$ cat src/bbl_consts.svh
// timing, count and encoding constants for the blanking and burst level block
`ifndef BBL_CONSTS_SVH
`define BBL_CONSTS_SVH

`define BBL_CLK_HZ          100000000
`define BBL_BLANK_MS        20
`define BBL_SPIKE_MS        30
`define BBL_DETECT_MS       1
`define BBL_BLANK_CYC       ((`BBL_BLANK_MS * (`BBL_CLK_HZ / 1000)))
`define BBL_SPIKE_CYC       ((`BBL_SPIKE_MS * (`BBL_CLK_HZ / 1000)))
`define BBL_DETECT_CYC      ((`BBL_DETECT_MS * (`BBL_CLK_HZ / 1000)))
`define BBL_EXT_COUNT       256
`define BBL_LVL_B1          16'h0004
`define BBL_LVL_B2          16'h0010
`define BBL_LVL_B3          16'h0040
`define BBL_ADDR_CTRL       4'h0
`define BBL_ADDR_STAT       4'h4
`define BBL_ADDR_LVL        4'h8
`define BBL_ADDR_CNT        4'hc
`define BBL_CTRL_RST        32'h0000_0001

`endif

$ cat src/bbl_pkg.sv
// types for the blanking and burst level block
package bbl_pkg;
  typedef enum logic [1:0] {
    BBL_LVL_HIGH  = 2'b00,
    BBL_LVL_MID   = 2'b01,
    BBL_LVL_LOW   = 2'b10,
    BBL_LVL_NEVER = 2'b11
  } bbl_level_t;

  typedef enum logic [2:0] {
    BBL_OV_IDLE   = 3'b000,
    BBL_OV_BLANK  = 3'b001,
    BBL_OV_CHARGE = 3'b010,
    BBL_OV_DISCH  = 3'b011,
    BBL_OV_SPIKE  = 3'b100,
    BBL_OV_FAULT  = 3'b101
  } bbl_ov_t;

  typedef enum logic [1:0] {
    BBL_DT_WAIT   = 2'b00,
    BBL_DT_CHARGE = 2'b01,
    BBL_DT_DISCH  = 2'b10,
    BBL_DT_DONE   = 2'b11
  } bbl_dt_t;
endpackage

$ cat src/bbl_sync.sv
// two flip-flop synchroniser for a bundle of pin-level inputs
`timescale 1ns/100ps
module bbl_sync #(
  parameter int W = 1
) (
  input  wire logic         aclk,
  input  wire logic         aresetn,
  input  wire logic [W-1:0] din,
  output logic      [W-1:0] dout
);
  typedef struct packed {
    logic [W-1:0] s1;
    logic [W-1:0] s2;
  } bbl_sync_st_t;

  bbl_sync_st_t st_q;
  bbl_sync_st_t st_d;

  always_comb begin
    st_d    = st_q;
    st_d.s1 = din;
    st_d.s2 = st_q.s1;
  end

  always_ff @(posedge aclk) begin
    if (!aresetn) begin
      st_q <= '0;
    end else begin
      st_q <= st_d;
    end
  end

  assign dout = st_q.s2;
endmodule

$ cat src/bbl_top.sv
// blanking timers, extendable overload blanking and burst level selection
//
// Register access over AXI4-Lite and the placing of the registers were chosen for this implementation.
`timescale 1ns/100ps
`include "bbl_consts.svh"

// What this block does
// - 20 ms blanking before burst mode or restart protection mode
// - extendable mode: after 20 ms keep blocked, start counter, close charge switch
// - upper comparator hit: count up, open charge, close discharge switch
// - lower comparator hit: open discharge, close charge switch again
// - cycle until count 256, then raise completion output
// - both high: 30 ms spike blanking, then restart protection mode
// - slope-dependent current trip threshold, handled in the analog front end
// - same slope compensation on reduced burst current limit, analog
// - four entry thresholds 1.60, 1.42, 1.27 V or never, by capacitor
// - paired burst current limit 0.45, 0.37, 0.31 V or always exit
// - detect only in first 1 ms after first supply release, never again
// - postpone detection while a protection condition is active
// - feedback at 0.5 V: reset detect flipflop, release discharge switch
// - at window end stop cycling and latch level from count
// - burst hysteresis swing select 0.3 V instead of 0.5 V
// - burst timer held at zero, runs below threshold, enter after 20 ms
// - leave burst mode when feedback rises above 4.0 V
module bbl_top #(
  parameter int BLANK_CYC  = `BBL_BLANK_CYC,
  parameter int SPIKE_CYC  = `BBL_SPIKE_CYC,
  parameter int DETECT_CYC = `BBL_DETECT_CYC,
  parameter int CNT_W      = 16
) (
  input  wire logic        aclk,
  input  wire logic        aresetn,
  input  wire logic        overload_cmp,
  input  wire logic        blank_hi_cmp,
  input  wire logic        blank_lo_cmp,
  input  wire logic        fb_below_entry_cmp,
  input  wire logic        fb_above_exit_cmp,
  input  wire logic        fb_hi_cmp,
  input  wire logic        fb_lo_cmp,
  input  wire logic        uvlo_on,
  input  wire logic        protect_active,
  input  wire logic [31:0] s_axi_awaddr,
  input  wire logic        s_axi_awvalid,
  output logic             s_axi_awready,
  input  wire logic [31:0] s_axi_wdata,
  input  wire logic [3:0]  s_axi_wstrb,
  input  wire logic        s_axi_wvalid,
  output logic             s_axi_wready,
  output logic [1:0]       s_axi_bresp,
  output logic             s_axi_bvalid,
  input  wire logic        s_axi_bready,
  input  wire logic [31:0] s_axi_araddr,
  input  wire logic        s_axi_arvalid,
  output logic             s_axi_arready,
  output logic [31:0]      s_axi_rdata,
  output logic [1:0]       s_axi_rresp,
  output logic             s_axi_rvalid,
  input  wire logic        s_axi_rready,
  output logic             charge_switch,
  output logic             discharge_switch,
  output logic             detect_discharge_switch,
  output logic             ext_count_done,
  output logic             restart_protect,
  output logic             burst_mode,
  output logic             burst_hyst_small,
  output logic [1:0]       burst_entry_threshold,
  output logic [1:0]       burst_current_limit
);
  // ----------------------------------------------------------------
  // synchronised analog comparator, supply and protection pin levels
  // ----------------------------------------------------------------
  logic [8:0] pins_s;
  bbl_sync #(.W(9)) u_sync (
    .aclk    (aclk),
    .aresetn (aresetn),
    .din     ({overload_cmp, blank_hi_cmp, blank_lo_cmp, fb_below_entry_cmp,
                fb_above_exit_cmp, fb_hi_cmp, fb_lo_cmp, uvlo_on, protect_active}),
    .dout    (pins_s)
  );
  logic ovl, bhi, blo, fbl, fbx, fhi, flo, uvo, prt;
  assign {ovl, bhi, blo, fbl, fbx, fhi, flo, uvo, prt} = pins_s;
  // ----------------------------------------------------------------
  // state
  // ----------------------------------------------------------------
  typedef struct packed {
    bbl_pkg::bbl_ov_t    ov;
    logic [31:0]         ov_tmr;
    logic [8:0]          ext_cnt;
    logic                ext_en;
    logic                ext_done;
    logic                chg;
    logic                dis;
    logic                rst_prot;
    logic [31:0]         bu_tmr;
    logic                burst;
    bbl_pkg::bbl_dt_t    dt;
    logic [31:0]         dt_tmr;
    logic [CNT_W-1:0]    dt_cnt;
    logic                det_ff;
    logic                det_done;
    bbl_pkg::bbl_level_t lvl;
    logic                aw_got;
    logic                w_got;
    logic [31:0]         aw_a;
    logic [31:0]         w_d;
    logic                bvalid;
    logic                rvalid;
    logic [31:0]         rdata;
    logic [1:0]          rresp;
    logic [1:0]          bresp;
    logic [2:0]          rdy;
  } bbl_st_t;
  bbl_st_t st_q;
  bbl_st_t st_d;
  always_comb begin
    st_d = st_q;
    // ----------------------------------------------------------------
    // overload blanking
    // ----------------------------------------------------------------
    if (!ovl && st_q.ov != bbl_pkg::BBL_OV_FAULT) begin
      st_d.ov       = bbl_pkg::BBL_OV_IDLE;
      st_d.ov_tmr   = '0;
      st_d.ext_cnt  = '0;
      st_d.ext_done = 1'b0;
      st_d.chg      = 1'b0;
      st_d.dis      = 1'b0;
    end else begin
      case (st_q.ov)
        bbl_pkg::BBL_OV_IDLE: begin
          st_d.ov     = bbl_pkg::BBL_OV_BLANK;
          st_d.ov_tmr = 32'h0000_0001;
        end
        bbl_pkg::BBL_OV_BLANK: begin
          if (st_q.ov_tmr >= 32'(BLANK_CYC)) begin
            if (st_q.ext_en) begin
              st_d.ov  = bbl_pkg::BBL_OV_CHARGE;
              st_d.chg = 1'b1;
            end else begin
              st_d.ov       = bbl_pkg::BBL_OV_SPIKE;
              st_d.ext_done = 1'b1;
              st_d.ov_tmr   = '0;
            end
          end else begin
            st_d.ov_tmr = st_q.ov_tmr + 32'h0000_0001;
          end
        end
        bbl_pkg::BBL_OV_CHARGE: begin
          if (bhi) begin
            st_d.ext_cnt = st_q.ext_cnt + 9'h001;
            st_d.chg     = 1'b0;
            st_d.dis     = 1'b1;
            st_d.ov      = bbl_pkg::BBL_OV_DISCH;
          end
        end
        bbl_pkg::BBL_OV_DISCH: begin
          if (st_q.ext_cnt >= 9'(`BBL_EXT_COUNT)) begin
            st_d.dis      = 1'b0;
            st_d.ext_done = 1'b1;
            st_d.ov       = bbl_pkg::BBL_OV_SPIKE;
            st_d.ov_tmr   = '0;
          end else if (blo) begin
            st_d.dis = 1'b0;
            st_d.chg = 1'b1;
            st_d.ov  = bbl_pkg::BBL_OV_CHARGE;
          end
        end
        bbl_pkg::BBL_OV_SPIKE: begin
          if (st_q.ov_tmr >= 32'(SPIKE_CYC) - 32'h0000_0001) begin
            st_d.ov       = bbl_pkg::BBL_OV_FAULT;
            st_d.rst_prot = 1'b1;
          end else begin
            st_d.ov_tmr = st_q.ov_tmr + 32'h0000_0001;
          end
        end
        default: begin
          st_d.rst_prot = 1'b1;
        end
      endcase
    end
    // ----------------------------------------------------------------
    // burst entry and exit
    // ----------------------------------------------------------------
    if (st_q.burst) begin
      st_d.burst  = !fbx;
      st_d.bu_tmr = '0;
    end else if (!fbl || st_q.lvl == bbl_pkg::BBL_LVL_NEVER || !st_q.det_done) begin
      st_d.bu_tmr = '0;
    end else if (st_q.bu_tmr >= 32'(BLANK_CYC) - 32'h0000_0001) begin
      st_d.burst  = 1'b1;
      st_d.bu_tmr = '0;
    end else begin
      st_d.bu_tmr = st_q.bu_tmr + 32'h0000_0001;
    end
    // ----------------------------------------------------------------
    // one-time level detection
    // ----------------------------------------------------------------
    case (st_q.dt)
      bbl_pkg::BBL_DT_WAIT: begin
        if (uvo && !prt) begin
          st_d.dt = bbl_pkg::BBL_DT_CHARGE;
        end
      end
      bbl_pkg::BBL_DT_CHARGE, bbl_pkg::BBL_DT_DISCH: begin
        st_d.dt_tmr = st_q.dt_tmr + 32'h0000_0001;
        if (st_q.dt_tmr >= 32'(DETECT_CYC) - 32'h0000_0001) begin
          st_d.dt       = bbl_pkg::BBL_DT_DONE;
          st_d.det_ff   = 1'b0;
          st_d.det_done = 1'b1;
          if (st_q.dt_cnt >= CNT_W'(`BBL_LVL_B3)) begin
            st_d.lvl = bbl_pkg::BBL_LVL_NEVER;
          end else if (st_q.dt_cnt >= CNT_W'(`BBL_LVL_B2)) begin
            st_d.lvl = bbl_pkg::BBL_LVL_LOW;
          end else if (st_q.dt_cnt >= CNT_W'(`BBL_LVL_B1)) begin
            st_d.lvl = bbl_pkg::BBL_LVL_MID;
          end else begin
            st_d.lvl = bbl_pkg::BBL_LVL_HIGH;
          end
        end else if (st_q.dt == bbl_pkg::BBL_DT_CHARGE && fhi) begin
          st_d.det_ff = 1'b1;
          st_d.dt_cnt = st_q.dt_cnt + CNT_W'(1);
          st_d.dt     = bbl_pkg::BBL_DT_DISCH;
        end else if (st_q.dt == bbl_pkg::BBL_DT_DISCH && flo) begin
          st_d.det_ff = 1'b0;
          st_d.dt     = bbl_pkg::BBL_DT_CHARGE;
        end
      end
      default: begin
        st_d.dt = bbl_pkg::BBL_DT_DONE;
      end
    endcase
    // ----------------------------------------------------------------
    // axi4-lite slave
    // ----------------------------------------------------------------
    if (s_axi_awvalid && st_q.rdy[2]) begin
      st_d.aw_got = 1'b1;
      st_d.aw_a   = s_axi_awaddr;
    end
    if (s_axi_wvalid && st_q.rdy[1]) begin
      st_d.w_got = 1'b1;
      st_d.w_d   = s_axi_wdata;
    end
    if (st_q.aw_got && st_q.w_got && !st_q.bvalid) begin
      st_d.aw_got = 1'b0;
      st_d.w_got  = 1'b0;
      st_d.bvalid = 1'b1;
      st_d.bresp  = 2'b10;
      if (st_q.aw_a == 32'(`BBL_ADDR_CTRL)) begin
        st_d.bresp  = 2'b00;
        st_d.ext_en = st_q.w_d[0];
      end
    end
    if (st_q.bvalid && s_axi_bready) begin
      st_d.bvalid = 1'b0;
    end
    if (s_axi_arvalid && st_q.rdy[0]) begin
      st_d.rvalid = 1'b1;
      st_d.rresp  = 2'b00;
      if (s_axi_araddr == 32'(`BBL_ADDR_CTRL)) begin
        st_d.rdata = {31'h0, st_q.ext_en};
      end else if (s_axi_araddr == 32'(`BBL_ADDR_STAT)) begin
        st_d.rdata = {25'h0, st_q.det_done, st_q.det_ff, st_q.burst, st_q.rst_prot,
                      st_q.ext_done, st_q.dis, st_q.chg};
      end else if (s_axi_araddr == 32'(`BBL_ADDR_LVL)) begin
        st_d.rdata = {30'h0, st_q.lvl};
      end else if (s_axi_araddr == 32'(`BBL_ADDR_CNT)) begin
        st_d.rdata = {7'h0, st_q.ext_cnt, (CNT_W)'(st_q.dt_cnt)};
      end else begin
        st_d.rdata = 32'h0;
        st_d.rresp = 2'b10;
      end
    end
    if (st_q.rvalid && s_axi_rready) begin
      st_d.rvalid = 1'b0;
    end
    st_d.rdy = {!st_d.aw_got && !st_d.bvalid, !st_d.w_got && !st_d.bvalid, !st_d.rvalid};
  end
  always_ff @(posedge aclk) begin
    if (!aresetn) begin
      st_q <= '0;
    end else begin
      st_q <= st_d;
    end
  end
  // ----------------------------------------------------------------
  // outputs, all registered
  // ----------------------------------------------------------------
  assign s_axi_awready           = st_q.rdy[2];
  assign s_axi_wready            = st_q.rdy[1];
  assign s_axi_bvalid            = st_q.bvalid;
  assign s_axi_bresp             = st_q.bresp;
  assign s_axi_arready           = st_q.rdy[0];
  assign s_axi_rvalid            = st_q.rvalid;
  assign s_axi_rdata             = st_q.rdata;
  assign s_axi_rresp             = st_q.rresp;
  assign charge_switch           = st_q.chg;
  assign discharge_switch        = st_q.dis;
  assign detect_discharge_switch = st_q.det_ff;
  assign ext_count_done          = st_q.ext_done;
  assign restart_protect         = st_q.rst_prot;
  assign burst_mode              = st_q.burst;
  assign burst_hyst_small        = st_q.burst;
  assign burst_entry_threshold   = st_q.lvl;
  assign burst_current_limit     = st_q.lvl;
  // ----------------------------------------------------------------
  // checks
  // ----------------------------------------------------------------
  a_chg_dis_excl: assert property (@(posedge aclk) disable iff (!aresetn)
    !(st_q.chg && st_q.dis)) else $error("charge and discharge both closed");
  a_cnt_step: assert property (@(posedge aclk) disable iff (!aresetn)
    (st_q.ov == bbl_pkg::BBL_OV_CHARGE && bhi && ovl) |=> st_q.dis && !st_q.chg)
    else $error("upper hit did not swap switches");
  a_dis_release: assert property (@(posedge aclk) disable iff (!aresetn)
    (st_q.ov == bbl_pkg::BBL_OV_DISCH && blo && ovl && st_q.ext_cnt < 9'h100)
    |=> st_q.chg && !st_q.dis) else $error("lower hit did not recharge");
  a_ovl_clear: assert property (@(posedge aclk) disable iff (!aresetn)
    (!ovl && st_q.ov != bbl_pkg::BBL_OV_FAULT) |=> st_q.ext_cnt == 9'h0 && !st_q.chg)
    else $error("overload removal did not clear");
  a_done_count: assert property (@(posedge aclk) disable iff (!aresetn)
    $rose(st_q.ext_done) && st_q.ext_en |-> st_q.ext_cnt == 9'h100)
    else $error("completion before 256 cycles");
  a_prot_after: assert property (@(posedge aclk) disable iff (!aresetn)
    $rose(st_q.rst_prot) |-> $past(st_q.ov) == bbl_pkg::BBL_OV_SPIKE)
    else $error("restart protection without spike blanking");
  a_det_once: assert property (@(posedge aclk) disable iff (!aresetn)
    st_q.det_done |=> st_q.dt == bbl_pkg::BBL_DT_DONE && $stable(st_q.lvl))
    else $error("level changed after detection");
  a_det_hold: assert property (@(posedge aclk) disable iff (!aresetn)
    (st_q.dt == bbl_pkg::BBL_DT_WAIT && prt) |=> st_q.dt == bbl_pkg::BBL_DT_WAIT)
    else $error("detection started under protection");
  a_burst_exit: assert property (@(posedge aclk) disable iff (!aresetn)
    (st_q.burst && fbx) |=> !st_q.burst) else $error("burst not left");
  a_burst_hold: assert property (@(posedge aclk) disable iff (!aresetn)
    !fbl && !st_q.burst |=> st_q.bu_tmr == 32'h0) else $error("burst timer not held");
  c_burst: cover property (@(posedge aclk) disable iff (!aresetn) $rose(st_q.burst));
  c_prot: cover property (@(posedge aclk) disable iff (!aresetn) $rose(st_q.rst_prot));
  c_det: cover property (@(posedge aclk) disable iff (!aresetn) $rose(st_q.det_done));
endmodule

$ cat config.mk
export PLATFORM = sky130hd
export DESIGN_NAME = bbl_top
export DESIGN_NICKNAME = d
export VERILOG_FILES = /design/src/bbl_pkg.sv /design/src/bbl_sync.sv /design/src/bbl_top.sv
export VERILOG_INCLUDE_DIRS = /design/src
export SDC_FILE = /design/constraint.sdc
export NUM_CORES = 1
export LEC_CHECK = 0
export ABC_AREA = 0
export BUFFER_PORTS_ARGS = -buffer_cell sky130_fd_sc_hd__buf_2
export CAP_MARGIN = 20
export CELL_PAD_IN_SITES_DETAIL_PLACEMENT = 1
export CELL_PAD_IN_SITES_GLOBAL_PLACEMENT = 1
export CORE_MARGIN = 3
export CORE_UTILIZATION = 42
export CTS_CLUSTER_DIAMETER = 40
export CTS_CLUSTER_SIZE = 30
export DETAILED_ROUTE_END_ITERATION = 10
export HOLD_SLACK_MARGIN = 0.08
export PLACE_DENSITY = 0.79
export SLEW_MARGIN = 15
export SYNTH_ARGS = -nofsm -noshare
export SYNTH_HDL_FRONTEND = slang
export SYNTH_SLANG_ARGS = --single-unit
$ cat constraint.sdc
create_clock -name aclk -period 2.5 [get_ports aclk]
set_input_delay 0.25 -clock aclk [delete_from_list [all_inputs] [get_ports aclk]]
set_output_delay 0.25 -clock aclk [all_outputs]
set_load 0.02 [all_outputs]
; ---- Yosys cells after proc, flatten, opt, wreduce, memory -nomap -nowiden
; Cells that the tools add are included.
; W data, S select, Z words.
[totals]
word_cells = 175
register_bits = 230
inputBits = 116
ramBits = 0
rom_bits = 0
memories = 0
latchBits = 0
output_inout_bits = 52
[classes]
n_eq_ne = 24
n_mul = 0
n_reduce_logical = 51
n_bitwise = 4
n_mux = 55
div = 0
shifts = 0
addsub = 5
order_cmp = 8
[op_table]
columns = operator, n
row1 = $mux W32, 5
row2 = $pmux W32 S4, 1
row3 = $add A32 B1 Y32 const B, 3
row4 = $mux W25, 3
row5 = $eq A32 B4 Y1 const B, 2
row6 = $ge A32 B21 Y1 const B, 2
row7 = $logic_not A32 Y1, 2
row8 = $mux W35, 1
row9 = $eq A32 B3 Y1 const B, 1
row10 = $ge A32 B17 Y1 const B, 1
row11 = $ge A32 B22 Y1 const B, 1
row12 = $mux W2, 15
row13 = $mux W1, 18
row14 = $mux W3, 6
row15 = $add A16 B1 Y16 const B, 1
row16 = $ge A16 B3 Y1 const B, 1
row17 = $ge A16 B5 Y1 const B, 1
row18 = $ge A16 B7 Y1 const B, 1
row19 = $ne A2 B2 Y1 const B, 8
row20 = $pmux W3 S5, 1
row21 = $logic_and A1 B1 Y1, 13
row22 = $logic_not A1 Y1, 10
row23 = $reduce_and A2 Y1, 5
row24 = $add A9 B1 Y9 const B, 1
row25 = other kinds (27), 44

; ---- Longest topological paths before layout
; Gate-level depths: netlist of run 1.
[logic_depth]
ltp_word = 8
mapped_depth = 9
depth_no_buf = 8

; ---- Modules after synthesis
; Synthesis of run 1 repeated with hierarchy kept, for this count alone.
[hier_totals]
hier_cells = 1090
hier_area_um2 = 9466.6
[by_module_without_submodules]
columns = mod, area_each_um2, seq_area_each_um2, cells_each, instances
row1 = bbl_top, 8964.8, 4063.9, 1053, 1
row2 = bbl_sync, 501.7, 360.3, 37, 1

; ---- Least setup slack after synthesis of run 1
; No wires, ideal clock.
[synth_path]
path_type = flip-flop to flip-flop
startpoint = register st_q[159] in the netlist's numbering
endpoint = register st_q[152] in the netlist's numbering
stages_incl_launch_ff = 10
setup_time_ps = 128
n_path_buf = 1
required_ps = 2372
period_less_slack_ps = 2306
t_arrival_ps = 2178
slack_ps = 194
path_cell_list = dfxtp_1 inv_1 ha_1 nand4_1 or3_1 clkbuf_1 or3_1 nor3_1 xnor2_1 nor2_1
[synth_between]
elab_chain_len = 2
[synth_lines]
columns = element, line
row1 = from (decl), bbl_top.sv:113  ; bbl_st_t st_q;
row2 = from (signal assigned), bbl_top.sv:281  ; st_q <= st_d;
row3 = $eq A2 B1 Y1 / $eq A2 B2 Y1 (equally long branches), bbl_top.sv:197  ; case (st_q.dt)
row4 = $reduce_or A2 Y1 (*), bbl_top.sv:197
; Mark *: on every way between the ends. The rest lies on a longest branch, timed or not.
; A chain may end at the register's enable or synchronous reset.

; ---- Worst setup path in the final report of run 1
[layout_path]
startpoint = register st_q[219] in the netlist's numbering
endpoint = register st_q[223] in the netlist's numbering
[layout_between]
elab_chain_len = 3
[layout_lines]
columns = element, line
row1 = $add A32 B1 Y32 (tied with other cells), "bbl_top.sv:144, bbl_top.sv:172"
row2 = $mux W32 (tied with other cells), bbl_top.sv:168  ; if (st_q.ov_tmr >= 32'(SPIKE_CYC) - 32'h0000_0001) begin
row3 = $pmux W32 S4 / $reduce_and A4 Y1 (equally long branches), -
; Several ways; a longest one is shown, not always the timed one. The select of a mux whose other input is x is not followed.

==> flow_summary.json, run 1 <==
{
  "run_status": "complete, no violations",
  "setup_violations": 0,
  "critPathKind": "reg -> reg",
  "ys_seq_elements": 221,
  "cp_max_fo": 6,
  "antenna_found_initial": 0,
  "synth_top_area_share_pct": 46.22,
  "slew_headroom_pct": 51.94,
  "grtUsageTotal_pct": 23.25,
  "num_vias": 8688,
  "tightest_slew_ns": 0.7209,
  "yosysSeqAreaShare_pct": 46.22,
  "worst_skew_pair.late_latency_ns": 0.51,
  "ioPinCount": 168,
  "syn2layout_area_growth_pct": 26.72,
  "fin_area_um2": 12130,
  "drc": 0,
  "power_density_nw_per_um2": 786.7,
  "synthArstFlopShare_pct": 0,
  "syn_avg_cell_area_um2": 8.561,
  "cts-root-buf": "clkbuf_16",
  "nets": 1413,
  "drt-vias-per-instance": 5.457,
  "final_common_cell": "dfxtp_1",
  "grt_setup_unrepaired": "yes",
  "num_rows": 54,
  "fmax_ghz": 0.4197,
  "fin_hold_ws_ns": 0.1259,
  "drv_slew": 0,
  "peakVddDrop_uv": 423.4,
  "wirelength_um": 28950,
  "fin_ws_ns": 0.1174,
  "die_x_um": 157.0,
  "min_period_ns": 2.383,
  "finalSetupTns_ns": 0,
  "fillers": 2594,
  "cap_violations": 0,
  "grt_start_max_net_pins": 113,
  "pre_cts_ws_ns": 0.1286,
  "multi_input_area_um2": 4646,
  "port_buffers": 123,
  "synth_flop_cell": "dfxtp_1",
  "routedWlPerCell_um": 18.19,
  "fin_worst_skew_ns": 0.02892,
  "cts_max_level": 2,
  "synthCells": 1118,
  "synth-edff-count": 0,
  "postPlaceCellArea_um2": 10360,
  "drive_above_1_share_pct": 18.92,
  "grt-ovfl-total": 0,
  "numCtsBuffers": 35,
  "yosysTopAreaCell": "dfxtp_1",
  "core_area_um2": 22090,
  "ant_nets": 0,
  "hold_viol": 0,
  "seqCellArea_um2": 4424,
  "cts_sinks": 221,
  "p_total_w": 0.009542,
  "final_cell_mix": "221 x dfxtp_1, 138 x nor2_1, 133 x nand2_1, 123 x buf_2, 69 x a21oi_1",
  "worstPathRequired_ns": 2.92,
  "period_share_pct": 95.30,
  "initial_core_util_pct": 43.32,
  "clockBufferDepth": 3,
  "dp_hpwl_um": 17750,
  "netlist_area_um2": 9572,
  "arrival_ns": 2.81,
  "synthTopCellsByArea": "dfxtp_1 46%, nor2_1 5.4%, nand2_1 5.2%",
  "cp-start-kind": "flop",
  "path_clk_slew_ns": 0.06,
  "cts_tree": "done",
  "first_global_vias": 9291,
  "p_leak_nw": 4.638,
  "ys_warn_count": 0,
  "drt-initial-drc-count": 413,
  "die_h_um": 157.0,
  "routabilityCongestion": 0.8382,
  "hold_class": "in -> reg",
  "grt_pass1_wl_um": 46760,
  "dr.pass1.iters": 4,
  "dieArea_um2": 24640,
  "ys_types": 71,
  "end_kind": "flop"
}
==> registers in the layout, indices dropped and copies added, names as in the netlist <==
name / cells
burst_current_limit: 2
discharge_switch: 1
u_sync.st_d: 9
detect_discharge_switch: 1
s_axi_awready: 1
charge_switch: 1
burst_hyst_small: 1
s_axi_bresp: 1
s_axi_bvalid: 1
s_axi_rvalid: 1
u_sync.dout: 9
s_axi_arready: 1
ext_count_done: 1
restart_protect: 1
s_axi_rdata: 25
s_axi_rresp: 1
s_axi_wready: 1
st_q: 163
==> cells in the mapped netlist (5+ instances only) <==
library cell and n:
and2_1 25, mux2i_1 10, a21oi_1 69, nand2_1 133
xor2_1 35, o21a_1 6, ha_1 11, dfxtp_1 221
clkbuf_1 42, nand3b_1 5, or2_2 5, buf_4 42
a31oi_1 15, nand4_1 26, o21ai_0 24, or3_1 16
a22o_1 8, nand2b_1 6, and4_1 11, inv_1 20
and3_1 22, nand3_1 44, xnor2_1 31, nor4_1 30
nor2_1 138, nor3_1 34, a22oi_1 18
==> logic make-up (layout without fill, tap and decap cells) <==
kind of cell / Yosys count / in the layout / share of synthesized area [%]
flops: 221 / 221 / 46.22
compound gates: 181 / 181 / 12.35
simple gates: 514 / 514 / 26.22
buf+inv: 112 / 286 / 6.288
mux: 12 / 12 / 1.399
other cells: 1 / 21 / 0.03918
fa+ha+maj: 11 / 11 / 1.438
xor+xnor: 66 / 66 / 6.039
==> cell type report <==
type | count | share of cell area (%)
clock inverters | 21 | 2.703
multi-input cells | 804 | 38.30
inverters | 20 | 0.6293
clock buffers | 41 | 7.840
diodes | 1 | 0.02063
repair buffers | 204 | 11.14
flip-flops and latches | 221 | 36.48
well taps | 280 | 2.888
==> critical path, stage by stage (launching register included) <==
cell	delay, ns
dfxtp_1	0.34
or3_4	0.42
o311ai_4	0.44
a211oi_4	0.11
or4_1	0.55
or3_1	0.32
a21oi_1	0.14
==> per-layer routing <==
metal,GRT usage (%),vias to the layer above,share of wire (%)
met5,0,-,0
met4,10.92,0,4.3
met3,3.684,93,3.4
met2,40.96,172,50
met1,27.69,4231,42
li1,-,4192,-
==> path summary, 6_finish.rpt <==
| path | from | end | slack, ns | cells after the start |
|---|---|---|---|---|
| min reg2reg | u_sync.st_d[5] | u_sync.dout[5] | 0.42 | 1 |
| max | st_q[219] | st_q[223] | 0.12 | 6 |
| max reg2reg | st_q[219] | st_q[223] | 0.12 | 6 |
| min | s_axi_bready | s_axi_bvalid | 0.13 | 3 |
==> power breakdown <==
group          switching [W]  internal [W]
Combinational       0.000343      0.000254
Clock                0.00179       0.00348
Sequential         0.0000604       0.00361
Total                0.00220       0.00734
==> stage by stage <==
stage               instances  utilization (%)
floorplan                1137                -
global placement         1483            46.89
detailed placement       1483            46.89
CTS                      1591            54.76
global route             1591            54.89
finish                   1592            54.90
==> timing repair <==
action / 4_1_cts / 5_1_grt
setup buffers: 0 / 0
endpoints found under the hold margin: 44 / 0
gates resized for setup: 0 / 7
hold buffers: 46 / 0
setup endpoints to repair: 0 / 26
No activity file was read; power rests on OpenSTA's default activity.
==> run 2, diff against run 1 <==
- CELL_PAD_IN_SITES_GLOBAL_PLACEMENT: 1 -> 2
- CORE_UTILIZATION: 42 -> 33
- PLACE_DENSITY: 0.79 -> 0.78
- clock period: 2.5 -> 2.2 ns (I/O delays scaled with it)
==> flow_summary.json, run 2 (same netlist as run 1, synthesis figures left out) <==
{
  "fin_ws_ns": 0.01852,
  "fillers": 3280,
  "run_status": "complete, no violations",
  "cts-root-buf": "clkbuf_16",
  "final_cell_mix": "217 x dfxtp_1, 135 x nor2_1, 132 x nand2_1, 123 x buf_2, 67 x a21oi_1",
  "path_clk_slew_ns": 0.05,
  "largest_reg_flops": 163,
  "cap_violations": 0,
  "dr.pass1.iters": 4,
  "r2r_cells": 6,
  "drc": 0,
  "ant_nets": 0,
  "ioPinCount": 168,
  "crit_buf_inv": 0,
  "grt-ovfl-total": 0,
  "num_antenna_cells": 0,
  "hold_viol": 0,
  "path_cells": "or3_4 > o311ai_4 > a211oi_4 > or4_4 > or3_1 > a21oi_1",
  "r2r_end": "st_q[223]",
  "min_to": "s_axi_rdata[6]",
  "antenna_found_initial": 0,
  "peakVddDrop_uv": 539.8,
  "critPathKind": "reg -> reg",
  "dp_hpwl_um": 18270,
  "p_leak_nw": 4.889,
  "drt-initial-drc-count": 392,
  "period_share_pct": 99.16,
  "cts_max_level": 2,
  "seqCellArea_um2": 4429,
  "grt_setup_unrepaired": "yes",
  "numCtsBuffers": 35,
  "first_global_vias": 8893,
  "wirelength_um": 27370,
  "arrival_ns": 2.60,
  "cp_max_fo": 5,
  "finalSetupTns_ns": 0,
  "fmax_ghz": 0.4584,
  "initial_core_util_pct": 33.99,
  "port_buffers": 123,
  "clockBufferDepth": 3,
  "top_register": "st_q",
  "nets": 1450,
  "routedWlPerCell_um": 15.85,
  "grtUsageTotal_pct": 17.19,
  "r2r_setup_slack_ns": 0.02,
  "cts_sinks": 221,
  "hold_class": "in -> reg",
  "num_vias": 8595,
  "cp_top_family": "simple AND/OR/NAND/NOR gates",
  "pre_cts_ws_ns": -0.1451,
  "p_total_w": 0.01094,
  "setup_violations": 0,
  "drive_above_1_share_pct": 23.13,
  "stdcell_count": 1727,
  "tightest_slew_ns": 0.5296,
  "num_rows": 61,
  "drt-vias-per-instance": 4.977,
  "die_h_um": 176.3,
  "drv_slew": 0,
  "cts_tree": "done",
  "end_kind": "flop",
  "routabilityCongestion": 0.8027,
  "fin_worst_skew_ns": 0.01801,
  "grt_start_max_net_pins": 113,
  "worstPathRequired_ns": 2.62,
  "dp.cells": 1611,
  "slowest_stage": "or3_4",
  "min_period_ns": 2.181,
  "worstHoldStart": "s_axi_araddr[2]",
  "die_x_um": 176.3,
  "cp-start-kind": "flop",
  "dieArea_um2": 31090,
  "max_stage_delay_ns": 0.43,
  "syn2layout_area_growth_pct": 33.32,
  "final_common_cell": "dfxtp_1",
  "hold_depth": 3,
  "multi_input_area_um2": 4803,
  "core_area_um2": 28160,
  "power_density_nw_per_um2": 857.5,
  "fin_hold_ws_ns": 0.1122,
  "rr_startpoint": "st_q[219]",
  "slew_headroom_pct": 64.37,
  "grt_pass1_wl_um": 44560,
  "worst_skew_pair.late_latency_ns": 0.50
}
==> run 2: stage by stage <==
step,utilization (%),area [um^2]
2_1_floorplan,-,9651
3_3_place_gp,38.12,10740
3_5_place_dp,38.12,10740
4_1_cts,44.65,12580
5_1_grt,45.31,12760
6_report,45.31,12760
==> run 2: routing by layer <==
layer	track usage, %	up-vias	part of all wire [%]
li1	-	4261	-
met1	22.12	4185	45
met2	29.98	110	49
met3	2.989	39	3.6
met4	4.124	0	2.0
met5	0	-	0
==> run 2: final cells by class <==
| cell class | count | area share, % |
|---|---|---|
| clock buffer | 45 | 7.805 |
| sequential | 221 | 34.71 |
| timing repair buffer | 241 | 13.08 |
| multi-input combinational | 804 | 37.64 |
| tap | 378 | 3.706 |
| inverter | 20 | 0.5981 |
| clock inverter | 18 | 2.461 |
==> run 2: what timing repair did <==
item                       CTS  global route
gates cloned                 0             1
buffers inserted             3             3
pin swaps                    2            10
resized for setup           10            38
hold buffers                46             0
setup endpoints to repair   24            48
hold endpoints to repair    45             0
==> run 2: how the worst max path moves through the flow <==
stage,start,endpoint,depth (start not counted)
floorplan,st_q[159],st_q[154],9
global placement,st_q[231],st_q[218],7
detailed placement,st_q[231],st_q[213],7
CTS,st_q[219],st_q[223],6
global route,st_q[219],st_q[226],7
finish,st_q[219],st_q[223],6
==> run 2: worst register-to-register path, cell delays in order (launching register included) <==
cell      delay (ns)
dfxtp_1         0.31
or3_4           0.43
o311ai_4        0.37
a211oi_4        0.14
or4_4           0.43
or3_1           0.32
a21oi_1         0.12
==> run 2: report_power, final <==
part	switching, W	leakage, nW	internal [W]
registers	0.0000563	1.80	0.00410
clock network	0.00199	0.636	0.00406
logic	0.000385	2.46	0.000343
total	0.00244	4.89	0.00851
